File: config.mk
export PLATFORM = sky130hd
export DESIGN_NAME = flash_ctl
export DESIGN_NICKNAME = d
export VERILOG_FILES = /design/src/design/flash_ctl.v
export VERILOG_INCLUDE_DIRS = /design/src /design/src/shared
export SDC_FILE = /design/constraint.sdc
export NUM_CORES = 1
export LEC_CHECK = 0
export BUFFER_PORTS_ARGS = -buffer_cell sky130_fd_sc_hd__buf_2
export CORE_UTILIZATION = 58
export DETAILED_ROUTE_END_ITERATION = 8
export PLACE_DENSITY = 0.8
export REMOVE_ABC_BUFFERS = 1
export SETUP_SLACK_MARGIN = 0.2
export SYNTH_ARGS = -nofsm -noshare
export SYNTH_HDL_FRONTEND = slang
export SYNTH_SLANG_ARGS = --single-unit
File: constraint.sdc
create_clock -name clk -period 2.45 [get_ports clk]
set_input_delay 0.6125 -clock clk [delete_from_list [all_inputs] [get_ports clk]]
set_output_delay 0.6125 -clock clk [all_outputs]
set_load 0.01 [all_outputs]
File: src/shared/flash_ctl_map.vh
`ifndef FLASH_CTL_MAP_VH
`define FLASH_CTL_MAP_VH
// ********************************************************************
// software register map of the controller (word index on its port)
// ********************************************************************
`define REG_CTRL 4'h0
`define REG_ADDR 4'h1
`define REG_ARG 4'h2
`define REG_STAT 4'h3
`define REG_RDATA 4'h4
`define REG_PULSES 4'h5
// ctrl register: write launches a command
`define CMD_CFG 3'h1
`define CMD_LOCK 3'h2
`define CMD_UNLOCK_ALL 3'h3
`define CMD_QUERY 3'h4
`define CMD_CLRSTAT 3'h5
`define CMD_RDSTAT 3'h6
// ********************************************************************
// flash command codes
// ********************************************************************
`define FC_CFG_SETUP 16'h00B8
`define FC_LOCK_SETUP 16'h0060
`define FC_LOCK_SET 16'h0001
`define FC_LOCK_CLEAR 16'h00D0
`define FC_READ_INFO 16'h0090
`define FC_CLEAR_STATUS 16'h0050
`define FC_READ_STATUS 16'h0070
`define FC_READ_ARRAY 16'h00FF
`define LOCK_OFFSET 24'h000002
`define CFG_MASK 8'h03
// status register bits of the device
`define SR_READY 7
`define SR_ERASE_ERR 5
`define SR_PROG_ERR 4
// bus timing in clocks of 50 ns
`define T_WE_CYC 4'h2
`define T_RD_CYC 4'h3
`define BUSY_TIMEOUT 24'hFFFFFF
`endif

File: src/design/flash_ctl.v
// Strobed register access and the placing of the registers were left to the implementer.
`timescale 1ns/1ps
`include "flash_ctl_map.vh"

// Summary of operation
// - config is write 00B8h then the config code, any address
// - host issues config only when ready bit shows idle
// - code bits 7 to 2 are reserved; host sends them zero
// - lock one block: 0060h then 0001h inside the block
// - unlock all: 0060h then 00D0h at any address
// - no lock commands while busy or suspended
// - set failures in one error bit, clear in another
// - lock state is data bit zero at block base plus 02h
module flash_ctl #(
    parameter AW = 24,
    parameter TIMEOUT = 24'hFFFFFF
) (
    input wire clk,
    input wire srst,
    input wire [3:0] regAddr,
    input wire [15:0] regWdata,
    input wire regWr,
    input wire regRd,
    output reg [15:0] regRdata,
    output reg [AW-1:0] flashAddr,
    output reg [15:0] flashDqOut,
    output reg flashDqOe,
    input wire [15:0] flashDqIn,
    output reg flashCeN,
    output reg flashOeN,
    output reg flashWeN,
    output reg hwResetPinN,
    input wire statusPin
);
    // ****************************************************************
    // states
    // ****************************************************************
    localparam S_IDLE = 4'h0;
    localparam S_WR1 = 4'h1;
    localparam S_WR2 = 4'h2;
    localparam S_POLL = 4'h3;
    localparam S_RD = 4'h4;
    localparam S_DONE = 4'h5;
    localparam S_RST = 4'h6;

    reg [3:0] state_reg;
    reg [2:0] cmd_reg;
    reg [AW-1:0] addr_reg;
    reg [7:0] arg_reg;
    reg [15:0] rdata_reg;
    reg [7:0] devStat_reg;
    reg busy_reg;
    reg refused_reg;
    reg timeout_reg;
    reg [1:0] pinMode_reg;
    reg [15:0] pulses_reg;
    reg [1:0] step_reg;
    reg [3:0] tmr_reg;
    reg [23:0] wait_reg;
    reg pinS1_reg;
    reg pinS2_reg;
    reg pinOld_reg;
    reg [15:0] wbuf_reg;

    // first command word of each sequence
    function [15:0] firstWord;
        input [2:0] c;
        begin
            case (c)
                `CMD_CFG: firstWord = `FC_CFG_SETUP;
                `CMD_LOCK: firstWord = `FC_LOCK_SETUP;
                `CMD_UNLOCK_ALL: firstWord = `FC_LOCK_SETUP;
                `CMD_QUERY: firstWord = `FC_READ_INFO;
                `CMD_CLRSTAT: firstWord = `FC_CLEAR_STATUS;
                default: firstWord = `FC_READ_STATUS;
            endcase
        end
    endfunction

    // confirm word; code 00h still goes out as a real write
    function [15:0] secondWord;
        input [2:0] c;
        input [7:0] a;
        begin
            case (c)
                `CMD_CFG: secondWord = {8'h00, a & `CFG_MASK};
                `CMD_LOCK: secondWord = `FC_LOCK_SET;
                `CMD_UNLOCK_ALL: secondWord = `FC_LOCK_CLEAR;
                default: secondWord = 16'h0000;
            endcase
        end
    endfunction

    // sequences that need a confirm write after the setup word
    function twoWord;
        input [2:0] c;
        begin
            case (c)
                `CMD_CFG: twoWord = 1'b1;
                `CMD_LOCK: twoWord = 1'b1;
                `CMD_UNLOCK_ALL: twoWord = 1'b1;
                default: twoWord = 1'b0;
            endcase
        end
    endfunction

    // ****************************************************************
    // status pin synchroniser; pulses counted on rising edge
    // ****************************************************************
    always @(posedge clk) begin
        if (srst) begin
            pinS1_reg <= 1'b1;
            pinS2_reg <= 1'b1;
            pinOld_reg <= 1'b1;
            pulses_reg <= 16'h0000;
        end else begin
            pinS1_reg <= statusPin;
            pinS2_reg <= pinS1_reg;
            pinOld_reg <= pinS2_reg;
            // a 500 ns low spans ten clocks, easily caught
            if (pinMode_reg != 2'b00 && pinS2_reg && !pinOld_reg)
                pulses_reg <= pulses_reg + 16'h0001;
        end
    end

    // ****************************************************************
    // register read port, data one cycle after the strobe
    // ****************************************************************
    always @(posedge clk) begin
        if (srst) begin
            regRdata <= 16'h0000;
        end else if (regRd) begin
            case (regAddr)
                `REG_ADDR: regRdata <= addr_reg[15:0];
                `REG_ARG: regRdata <= {8'h00, arg_reg};
                `REG_STAT: regRdata <= {pinMode_reg, timeout_reg,
                    refused_reg, pinS2_reg, cmd_reg, devStat_reg[7:1],
                    busy_reg};
                `REG_RDATA: regRdata <= rdata_reg;
                `REG_PULSES: regRdata <= pulses_reg;
                default: regRdata <= 16'h0000;
            endcase
        end else begin
            regRdata <= 16'h0000;
        end
    end

    // ****************************************************************
    // sequencer driving the parallel bus
    // ****************************************************************
    always @(posedge clk) begin
        if (srst) begin
            state_reg <= S_RST;
            cmd_reg <= 3'h0;
            addr_reg <= {AW{1'b0}};
            arg_reg <= 8'h00;
            rdata_reg <= 16'h0000;
            devStat_reg <= 8'h00;
            busy_reg <= 1'b1;
            refused_reg <= 1'b0;
            timeout_reg <= 1'b0;
            pinMode_reg <= 2'b00;
            step_reg <= 2'b00;
            tmr_reg <= 4'h0;
            wait_reg <= 24'h000000;
            wbuf_reg <= 16'h0000;
            flashAddr <= {AW{1'b0}};
            flashDqOut <= 16'h0000;
            flashDqOe <= 1'b0;
            flashCeN <= 1'b1;
            flashOeN <= 1'b1;
            flashWeN <= 1'b1;
            hwResetPinN <= 1'b0;
        end else begin
            if (regWr && regAddr == `REG_ADDR)
                addr_reg <= {{(AW-16){1'b0}}, regWdata};
            if (regWr && regAddr == `REG_ARG)
                arg_reg <= regWdata[7:0];
            case (state_reg)
                S_RST: begin
                    // device pin mode returns to level on reset
                    hwResetPinN <= 1'b1;
                    pinMode_reg <= 2'b00;
                    busy_reg <= 1'b0;
                    state_reg <= S_IDLE;
                end
                S_IDLE: begin
                    if (regWr && regAddr == `REG_CTRL) begin
                        refused_reg <= 1'b0;
                        timeout_reg <= 1'b0;
                        cmd_reg <= regWdata[2:0];
                        if (twoWord(regWdata[2:0]) &&
                            (!devStat_reg[`SR_READY] ||
                            (regWdata[2:0] == `CMD_CFG &&
                            arg_reg[1:0] == 2'b10))) begin
                            // idle must be known first; 10 not sent
                            refused_reg <= 1'b1;
                        end else begin
                            busy_reg <= 1'b1;
                            wbuf_reg <= firstWord(regWdata[2:0]);
                            step_reg <= 2'b00;
                            state_reg <= S_WR1;
                        end
                    end
                end
                S_WR1: begin
                    // one write pulse of T_WE_CYC plus one clocks
                    flashAddr <= (cmd_reg == `CMD_LOCK) ? addr_reg :
                        {AW{1'b0}};
                    flashDqOut <= wbuf_reg;
                    flashDqOe <= 1'b1;
                    flashCeN <= 1'b0;
                    flashWeN <= 1'b0;
                    tmr_reg <= `T_WE_CYC;
                    state_reg <= S_WR2;
                end
                S_WR2: begin
                    if (tmr_reg != 4'h0) begin
                        tmr_reg <= tmr_reg - 4'h1;
                    end else begin
                        flashWeN <= 1'b1;
                        flashCeN <= 1'b1;
                        flashDqOe <= 1'b0;
                        if (step_reg == 2'b00 && twoWord(cmd_reg)) begin
                            wbuf_reg <= secondWord(cmd_reg, arg_reg);
                            step_reg <= 2'b01;
                            state_reg <= S_WR1;
                        end else begin
                            if (cmd_reg == `CMD_CFG)
                                pinMode_reg <= arg_reg[1:0];
                            step_reg <= 2'b10;
                            wait_reg <= TIMEOUT;
                            state_reg <= S_RD;
                        end
                    end
                end
                S_RD: begin
                    // status read after lock setup, info read for query
                    flashAddr <= (cmd_reg == `CMD_QUERY) ?
                        addr_reg + `LOCK_OFFSET : {AW{1'b0}};
                    flashCeN <= 1'b0;
                    flashOeN <= 1'b0;
                    tmr_reg <= `T_RD_CYC;
                    state_reg <= S_POLL;
                end
                S_POLL: begin
                    if (tmr_reg != 4'h0) begin
                        tmr_reg <= tmr_reg - 4'h1;
                    end else begin
                        flashCeN <= 1'b1;
                        flashOeN <= 1'b1;
                        rdata_reg <= flashDqIn;
                        if (cmd_reg == `CMD_QUERY) begin
                            rdata_reg <= {15'h0000, flashDqIn[0]};
                            state_reg <= S_DONE;
                        end else if (flashDqIn[`SR_READY]) begin
                            // ready bit high ends the operation
                            devStat_reg <= flashDqIn[7:0];
                            state_reg <= S_DONE;
                        end else if (wait_reg == 24'h000000) begin
                            timeout_reg <= 1'b1;
                            state_reg <= S_DONE;
                        end else begin
                            wait_reg <= wait_reg - 24'h000001;
                            state_reg <= S_RD;
                        end
                    end
                end
                S_DONE: begin
                    // error bits show refused lock or bad config code
                    if (cmd_reg == `CMD_CFG &&
                        (devStat_reg[`SR_PROG_ERR] ||
                        devStat_reg[`SR_ERASE_ERR]))
                        refused_reg <= 1'b1;
                    if (cmd_reg == `CMD_LOCK && devStat_reg[`SR_PROG_ERR])
                        refused_reg <= 1'b1;
                    if (cmd_reg == `CMD_UNLOCK_ALL &&
                        devStat_reg[`SR_ERASE_ERR])
                        refused_reg <= 1'b1;
                    busy_reg <= 1'b0;
                    state_reg <= S_IDLE;
                end
                default: state_reg <= S_IDLE;
            endcase
        end
    end
endmodule // flash_ctl

Yosys cells after proc, flatten, opt, wreduce, memory -nomap -nowiden
Index checks and enable logic that the tools add are counted.
{"block": "op_classes", "eq_ne": 35, "n_bitwise": 3, "n_reduce_logical": 54, "n_addsub": 4, "n_mux": 68}
{"cell": "$mux 24", "count": 6}
{"cell": "$mux 16", "count": 6}
{"cell": "$pmux 24 s2", "count": 2}
{"cell": "$pmux 16 s5", "count": 1}
{"cell": "$pmux 16 s2", "count": 1}
{"cell": "$pmux 8 s4", "count": 1}
{"cell": "$mux 1", "count": 25}
{"cell": "$logic_not 24->1", "count": 1}
{"cell": "$ne 2x2->1 const B", "count": 12}
{"cell": "$pmux 8 s3", "count": 1}
{"cell": "$sub 24x1->24 const B", "count": 1}
{"cell": "$reduce_bool 2->1", "count": 11}
{"cell": "$eq 4x3->1 const B", "count": 5}
{"cell": "$mux 4", "count": 5}
{"cell": "$pmux 4 s5", "count": 1}
{"cell": "$add 16x2->17 const B", "count": 1}
{"cell": "$mux 17", "count": 1}
{"cell": "$add 16x1->16 const B", "count": 1}
{"cell": "$eq 4x2->1 const B", "count": 4}
{"cell": "$reduce_and 4->1", "count": 4}
{"cell": "$mux 2", "count": 7}
{"cell": "$pmux 1 s2", "count": 7}
{"cell": "$eq 3x2->1 const B", "count": 4}
{"cell": "$pmux 4 s3", "count": 1}
{"cell": "other kinds (24)", "count": 55}
{"block": "totals", "input_bits": 41, "output_inout_bits": 61, "ff_bits": 186}

Longest topological paths before layout
{"block": "depth", "depth_word": 10, "depth_mapped": 8, "ltp_nobuf": 7}

Worst setup path after synthesis
OpenSTA, ideal clock, no wires.
{"block": "synth_path", "kind": "input to register", "start": "in regAddr[3]", "end": "reg addr_reg[10]", "setup_slack_ns": 0.222, "stages": 7, "setup_time_ns": 0.070, "t_arrival_ns": 2.158, "required_time_ns": 2.380, "cell_sequence": "clkbuf_1 -> nor4b_2 -> and2_1 -> clkbuf_1 -> clkbuf_1 -> nand2_1 -> a21oi_1"}
{"block": "synth_between", "elab_chain_len": 2}
{"item": "start: declaration", "line_no": "flash_ctl.v:20", "text": "input wire [3:0] regAddr,"}
{"item": "$eq 4x1->1"}
{"item": "$logic_and 1x1->1 (no source line)"}
{"item": "end signal: assignment", "line_no": "flash_ctl.v:155", "text": "addr_reg <= {AW{1'b0}};"}
{"item": "end signal: assignment", "line_no": "flash_ctl.v:176", "text": "addr_reg <= {{(AW-16){1'b0}}, regWdata};"}
{"item": "end: declaration", "line_no": "flash_ctl.v:48", "text": "reg [AW-1:0] addr_reg;"}
Every way passes these cells.
A chain may end at the register's enable or synchronous reset.

Final worst setup path
{"block": "layout_path", "start": "reg wait_reg[17]", "end": "reg wait_reg[8]"}
{"block": "layout_between", "elab_chain_len": 3}
{"item": "start: declaration", "line_no": "flash_ctl.v:59", "text": "reg [23:0] wait_reg;"}
{"item": "start signal: assignment", "line_no": "flash_ctl.v:264", "text": "wait_reg <= wait_reg - 24'h000001;"}
{"item": "$logic_not 24->1", "line_no": "flash_ctl.v:260", "text": "end else if (wait_reg == 24'h000000) begin"}
{"item": "$ne 2x2->1 (no source line)"}
{"item": "$reduce_and 7->1 (no source line)"}
Every way passes these cells.

==> impl_summary.txt <==
----------------------------------------------------
[Hold path]
  Worst hold path class ... in2reg
  Hold endpoint ... pinS1_reg
  Hold path start ... statusPin
  Worst hold path stage count ... 2

[Die]
  Core area ... 12200 sq um
  # rows ... 40
  Die Footprint ... 13200 sq um
  Die height ... 115 um
  X dimension of the die ... 115 um
  Initial cell density of the core ... 60.7%
  Number of top-level pins ... 102

[Routing]
  Total wire length ... 20.3 mm
  Number of routed nets with antenna violations ... 0
  Post-DR vias/cell ... 6.20
  Violation count after the first detailed-route iteration ... 821
  Number of remaining DRC errors ... 0
  Routed wire length per instance ... 17.3 um
  Routed via count ... 7258
  Number of detailed-routing iterations run before antenna repair ... 5

[Clocking]
  Sink count of the clock tree ... 159
  Clk root buf ... clkbuf_16
  Num CTS Buffers ... 17
  Clock tree from TritonCTS ... yes
  Maximum clock insertion buffer count ... 2
  Number of buffers inserted for hold repair after clock tree synthesis ... 0
  Clock transition at the register clock pins on the worst setup and hold paths after CTS ... 0.06 ns
  H-tree levels ... 4
  Worst-skew pair later-pin latency ... 0.43 ns

[Finish]
  Flip-flop count of the largest register after layout ... 24
  Relative area change from synthesis to final layout ... 17.8%
  Final standard cell area without fillers ... 8730 sq um
  Share of post-route cells with drive strength above 1 ... 19.9%
  Number of antenna cells inserted ... 0
  Total number of nets in the final design ... 1037

[Worst setup path]
  Register-to-Register Path Depth ... 6
  R2R Path End ... wait_reg[8]
  Element type at the critical path start ... flip-flop
  Reg-to-reg slack, setup ... 0.26 ns
  Worst Path Class, Setup ... reg2reg
  Critical Path Slowest Stage Cell ... or4_4
  Startpoint of the most critical register-to-register path ... wait_reg[17]
  Arrival time at the worst endpoint ... 2.49 ns
  Worst path bufs/invs ... 1
  Most prevalent standard cell on the critical path ... or4_4
  Biggest fanout along the worst timing path ... 7
  Largest delay share family, worst path ... simple AND/OR/NAND/NOR gates
  CP Capture Type ... flip-flop
  CP max stage delay ... 0.56 ns
  Crit path cell chain ... or4_4 > or4_4 > o21a_4 > buf_4 > a31oi_1 > a311oi_2
  WP data required ... 2.74 ns

[Synthesis]
  Number of distinct library cells after synthesis ... 69
  Average size of a mapped cell ... 8.23 sq um
  Post-synthesis cell area ... 7410 sq um
  Number of synthesized register bits ... 159
  Sequential element share of the synthesized area ... 42.9%
  Post-synth EDFFs ... 0
  Ys Warns ... 0
  Share of flip-flops with an asynchronous set or reset ... 0%
  Primary flip-flop cell chosen by synthesis mapping ... dfxtp_1
  Cell count after synthesis ... 901

[GRT]
  Largest net degree at the start of global routing ... 47
  Number of global-route vias before repair ... 6379
  Wire length of the first global-routing pass ... 32.0 mm
  Global router's overall resource usage ... 31.0%
  Aggregate global routing overflow ... 0
  Antenna violations before repair ... 0

[Timing]
  Clock Skew ... 0.0115 ns
  Transition time at the pin with the least slew margin ... 0.648 ns
  Max-Slew Margin vs Limit ... 56.7%
  Minimum clock period after layout ... 2.19 ns
  # setup viols final ... 0
  Final count of hold timing violations ... 0
  Maximum clock rate ... 456 MHz
  RSZ-0062 raised after global routing ... yes
  Number of slew-limit violations in the final report ... 0
  Part of the cycle the worst path needs ... 89.5%

[Placed design]
  Hpwl dp ... 13.7 mm
  Placed standard-cell area ... 8140 sq um
  Input/output buffers ... 85
  Weighted congestion at the end of routability-driven global placement ... 0.872

[Power and ir drop]
  Total Power Consumption ... 0.00867 W
  Cell Pwr Density ... 992 nW/um^2
  Leakage power ... 3.21 nW
  Maximum vdd ir drop ... 0.000600 V

[Outcome]
  Outcome ... completed

[Flow run]
  Max_cap viols ... 0

----------------------------------------------------
layout by cell type (no fill, tap or decap), types with 8 or more instances in the layout:
cell,netlist,final
inv_1,15,15
a211oi_1,15,14
dfxtp_1,159,158
o21ai_0,19,19
clkbuf_16,0,17
nor2_1,76,76
a22oi_1,26,26
a31oi_1,21,20
a21oi_1,93,93
nor3_1,32,32
nand3_1,38,37
nor4_1,12,12
o21ai_1,13,13
mux2i_1,9,9
a311oi_1,19,19
buf_2,2,84
and3_1,8,8
buf_4,16,48
nand4_1,15,15
a222oi_1,8,8
conb_1,1,16
nand2b_1,12,12
xor2_1,16,16
nand2_1,104,104
worst max-delay path by stage:
| stage | start | end | slack (ns) | cells past startpoint |
|---|---|---|---|---|
| global placement | regWr | wbuf_reg[7] | 0.11 | 6 |
| detailed placement | regWr | wbuf_reg[4] | 0.07 | 6 |
| floorplan | regAddr[0] | arg_reg[0] | -0.32 | 4 |
| global route | wait_reg[17] | wait_reg[1] | 0.14 | 6 |
| CTS | wait_reg[0] | wait_reg[6] | 0.24 | 8 |
| finish | wait_reg[17] | wait_reg[8] | 0.26 | 6 |
Yosys cell counts (3+ instances only):
cell | number | area, sq um
a221oi_1 | 5 | 43.8
a222oi_1 | 8 | 80.1
nand4_1 | 15 | 93.8
nand2b_1 | 12 | 75.1
ha_1 | 5 | 62.6
or3_1 | 8 | 50.1
o31ai_1 | 6 | 45.0
o211ai_1 | 3 | 22.5
o21ai_1 | 13 | 65.1
nor3b_1 | 7 | 52.6
nand4b_1 | 4 | 35.0
nor4_1 | 12 | 75.1
xnor2_1 | 7 | 61.3
and2_1 | 4 | 25.0
or4_1 | 5 | 37.5
o21ai_0 | 19 | 95.1
nor2_1 | 76 | 285
nand3b_1 | 3 | 22.5
inv_1 | 15 | 56.3
a31oi_1 | 21 | 131
and3_1 | 8 | 50.1
a22oi_1 | 26 | 195
nor3_1 | 32 | 160
dfxtp_1 | 159 | 3180
clkbuf_1 | 60 | 225
nand3_1 | 38 | 190
xor2_1 | 16 | 140
o41ai_1 | 3 | 26.3
mux2i_1 | 9 | 90.1
a311oi_1 | 19 | 166
buf_4 | 16 | 120
a211oi_1 | 15 | 113
a21oi_1 | 93 | 465
or2_2 | 7 | 43.8
nand2_1 | 104 | 390
a311oi_2 | 4 | 60.1
or3b_1 | 3 | 26.3
per-layer routing:
metal | track usage [%] | up-vias | part of all wire [%]
met1 | 41.9 | 3416 | 44
li1 | - | 3457 | -
met3 | 6.64 | 36 | 8.2
met2 | 48.4 | 349 | 46
met5 | 0 | - | 0
met4 | 12.0 | 0 | 2.2
cell type report:
type	instances	area (sq um)
multi-input cells	660	3930
repair buffers	136	843
fillers	1012	3480
flip-flops and latches	159	3180
inverters	17	63.8
clock inverters	10	68.8
well taps	168	210
clock buffers	20	437
through the flow:
| stage | hold WS (ns) | util (%) | TNS (ns) | cells | worst slack, ns |
|---|---|---|---|---|---|
| final | 0.368 | 71.5 | 0 | 1170 | 0.257 |
| after detailed placement | 0.403 | 66.7 | 0 | 1138 | 0.0745 |
| after floorplan | 0.389 | - | -2.56 | 836 | -0.320 |
| after global routing | 0.359 | 71.5 | 0 | 1170 | 0.142 |
| after CTS | 0.366 | 71.1 | 0 | 1168 | 0.239 |
| after global placement | 0.392 | 66.7 | 0 | 1138 | 0.110 |
timing repair:
item                       4_1_cts  5_1_grt
pin swaps                        3        2
setup endpoints to repair       22       31
cloned                           0        0
resized for setup                6        9
buffers inserted                 0        2
cells by family after synthesis:
| kind of cell | after synthesis | share of synthesized area, % |
|---|---|---|
| AO/OA/AOI/OAI | 254 | 22.6 |
| XOR/XNOR | 23 | 2.72 |
| adder cells (fa/ha/maj) | 5 | 0.844 |
| buffers and inverters | 97 | 5.96 |
| flip-flops | 159 | 42.9 |
| multiplexers | 9 | 1.22 |
| other | 1 | 0.0506 |
| AND/OR/NAND/NOR | 353 | 23.7 |
report_power, final:
part	total (W)	switching, W	leakage, nW	internal (W)
registers	0.00326	0.000319	1.29	0.00294
logic	0.00309	0.00180	1.68	0.00128
clock network	0.00232	0.00105	0.242	0.00128
No activity file was read; power rests on OpenSTA's default activity.
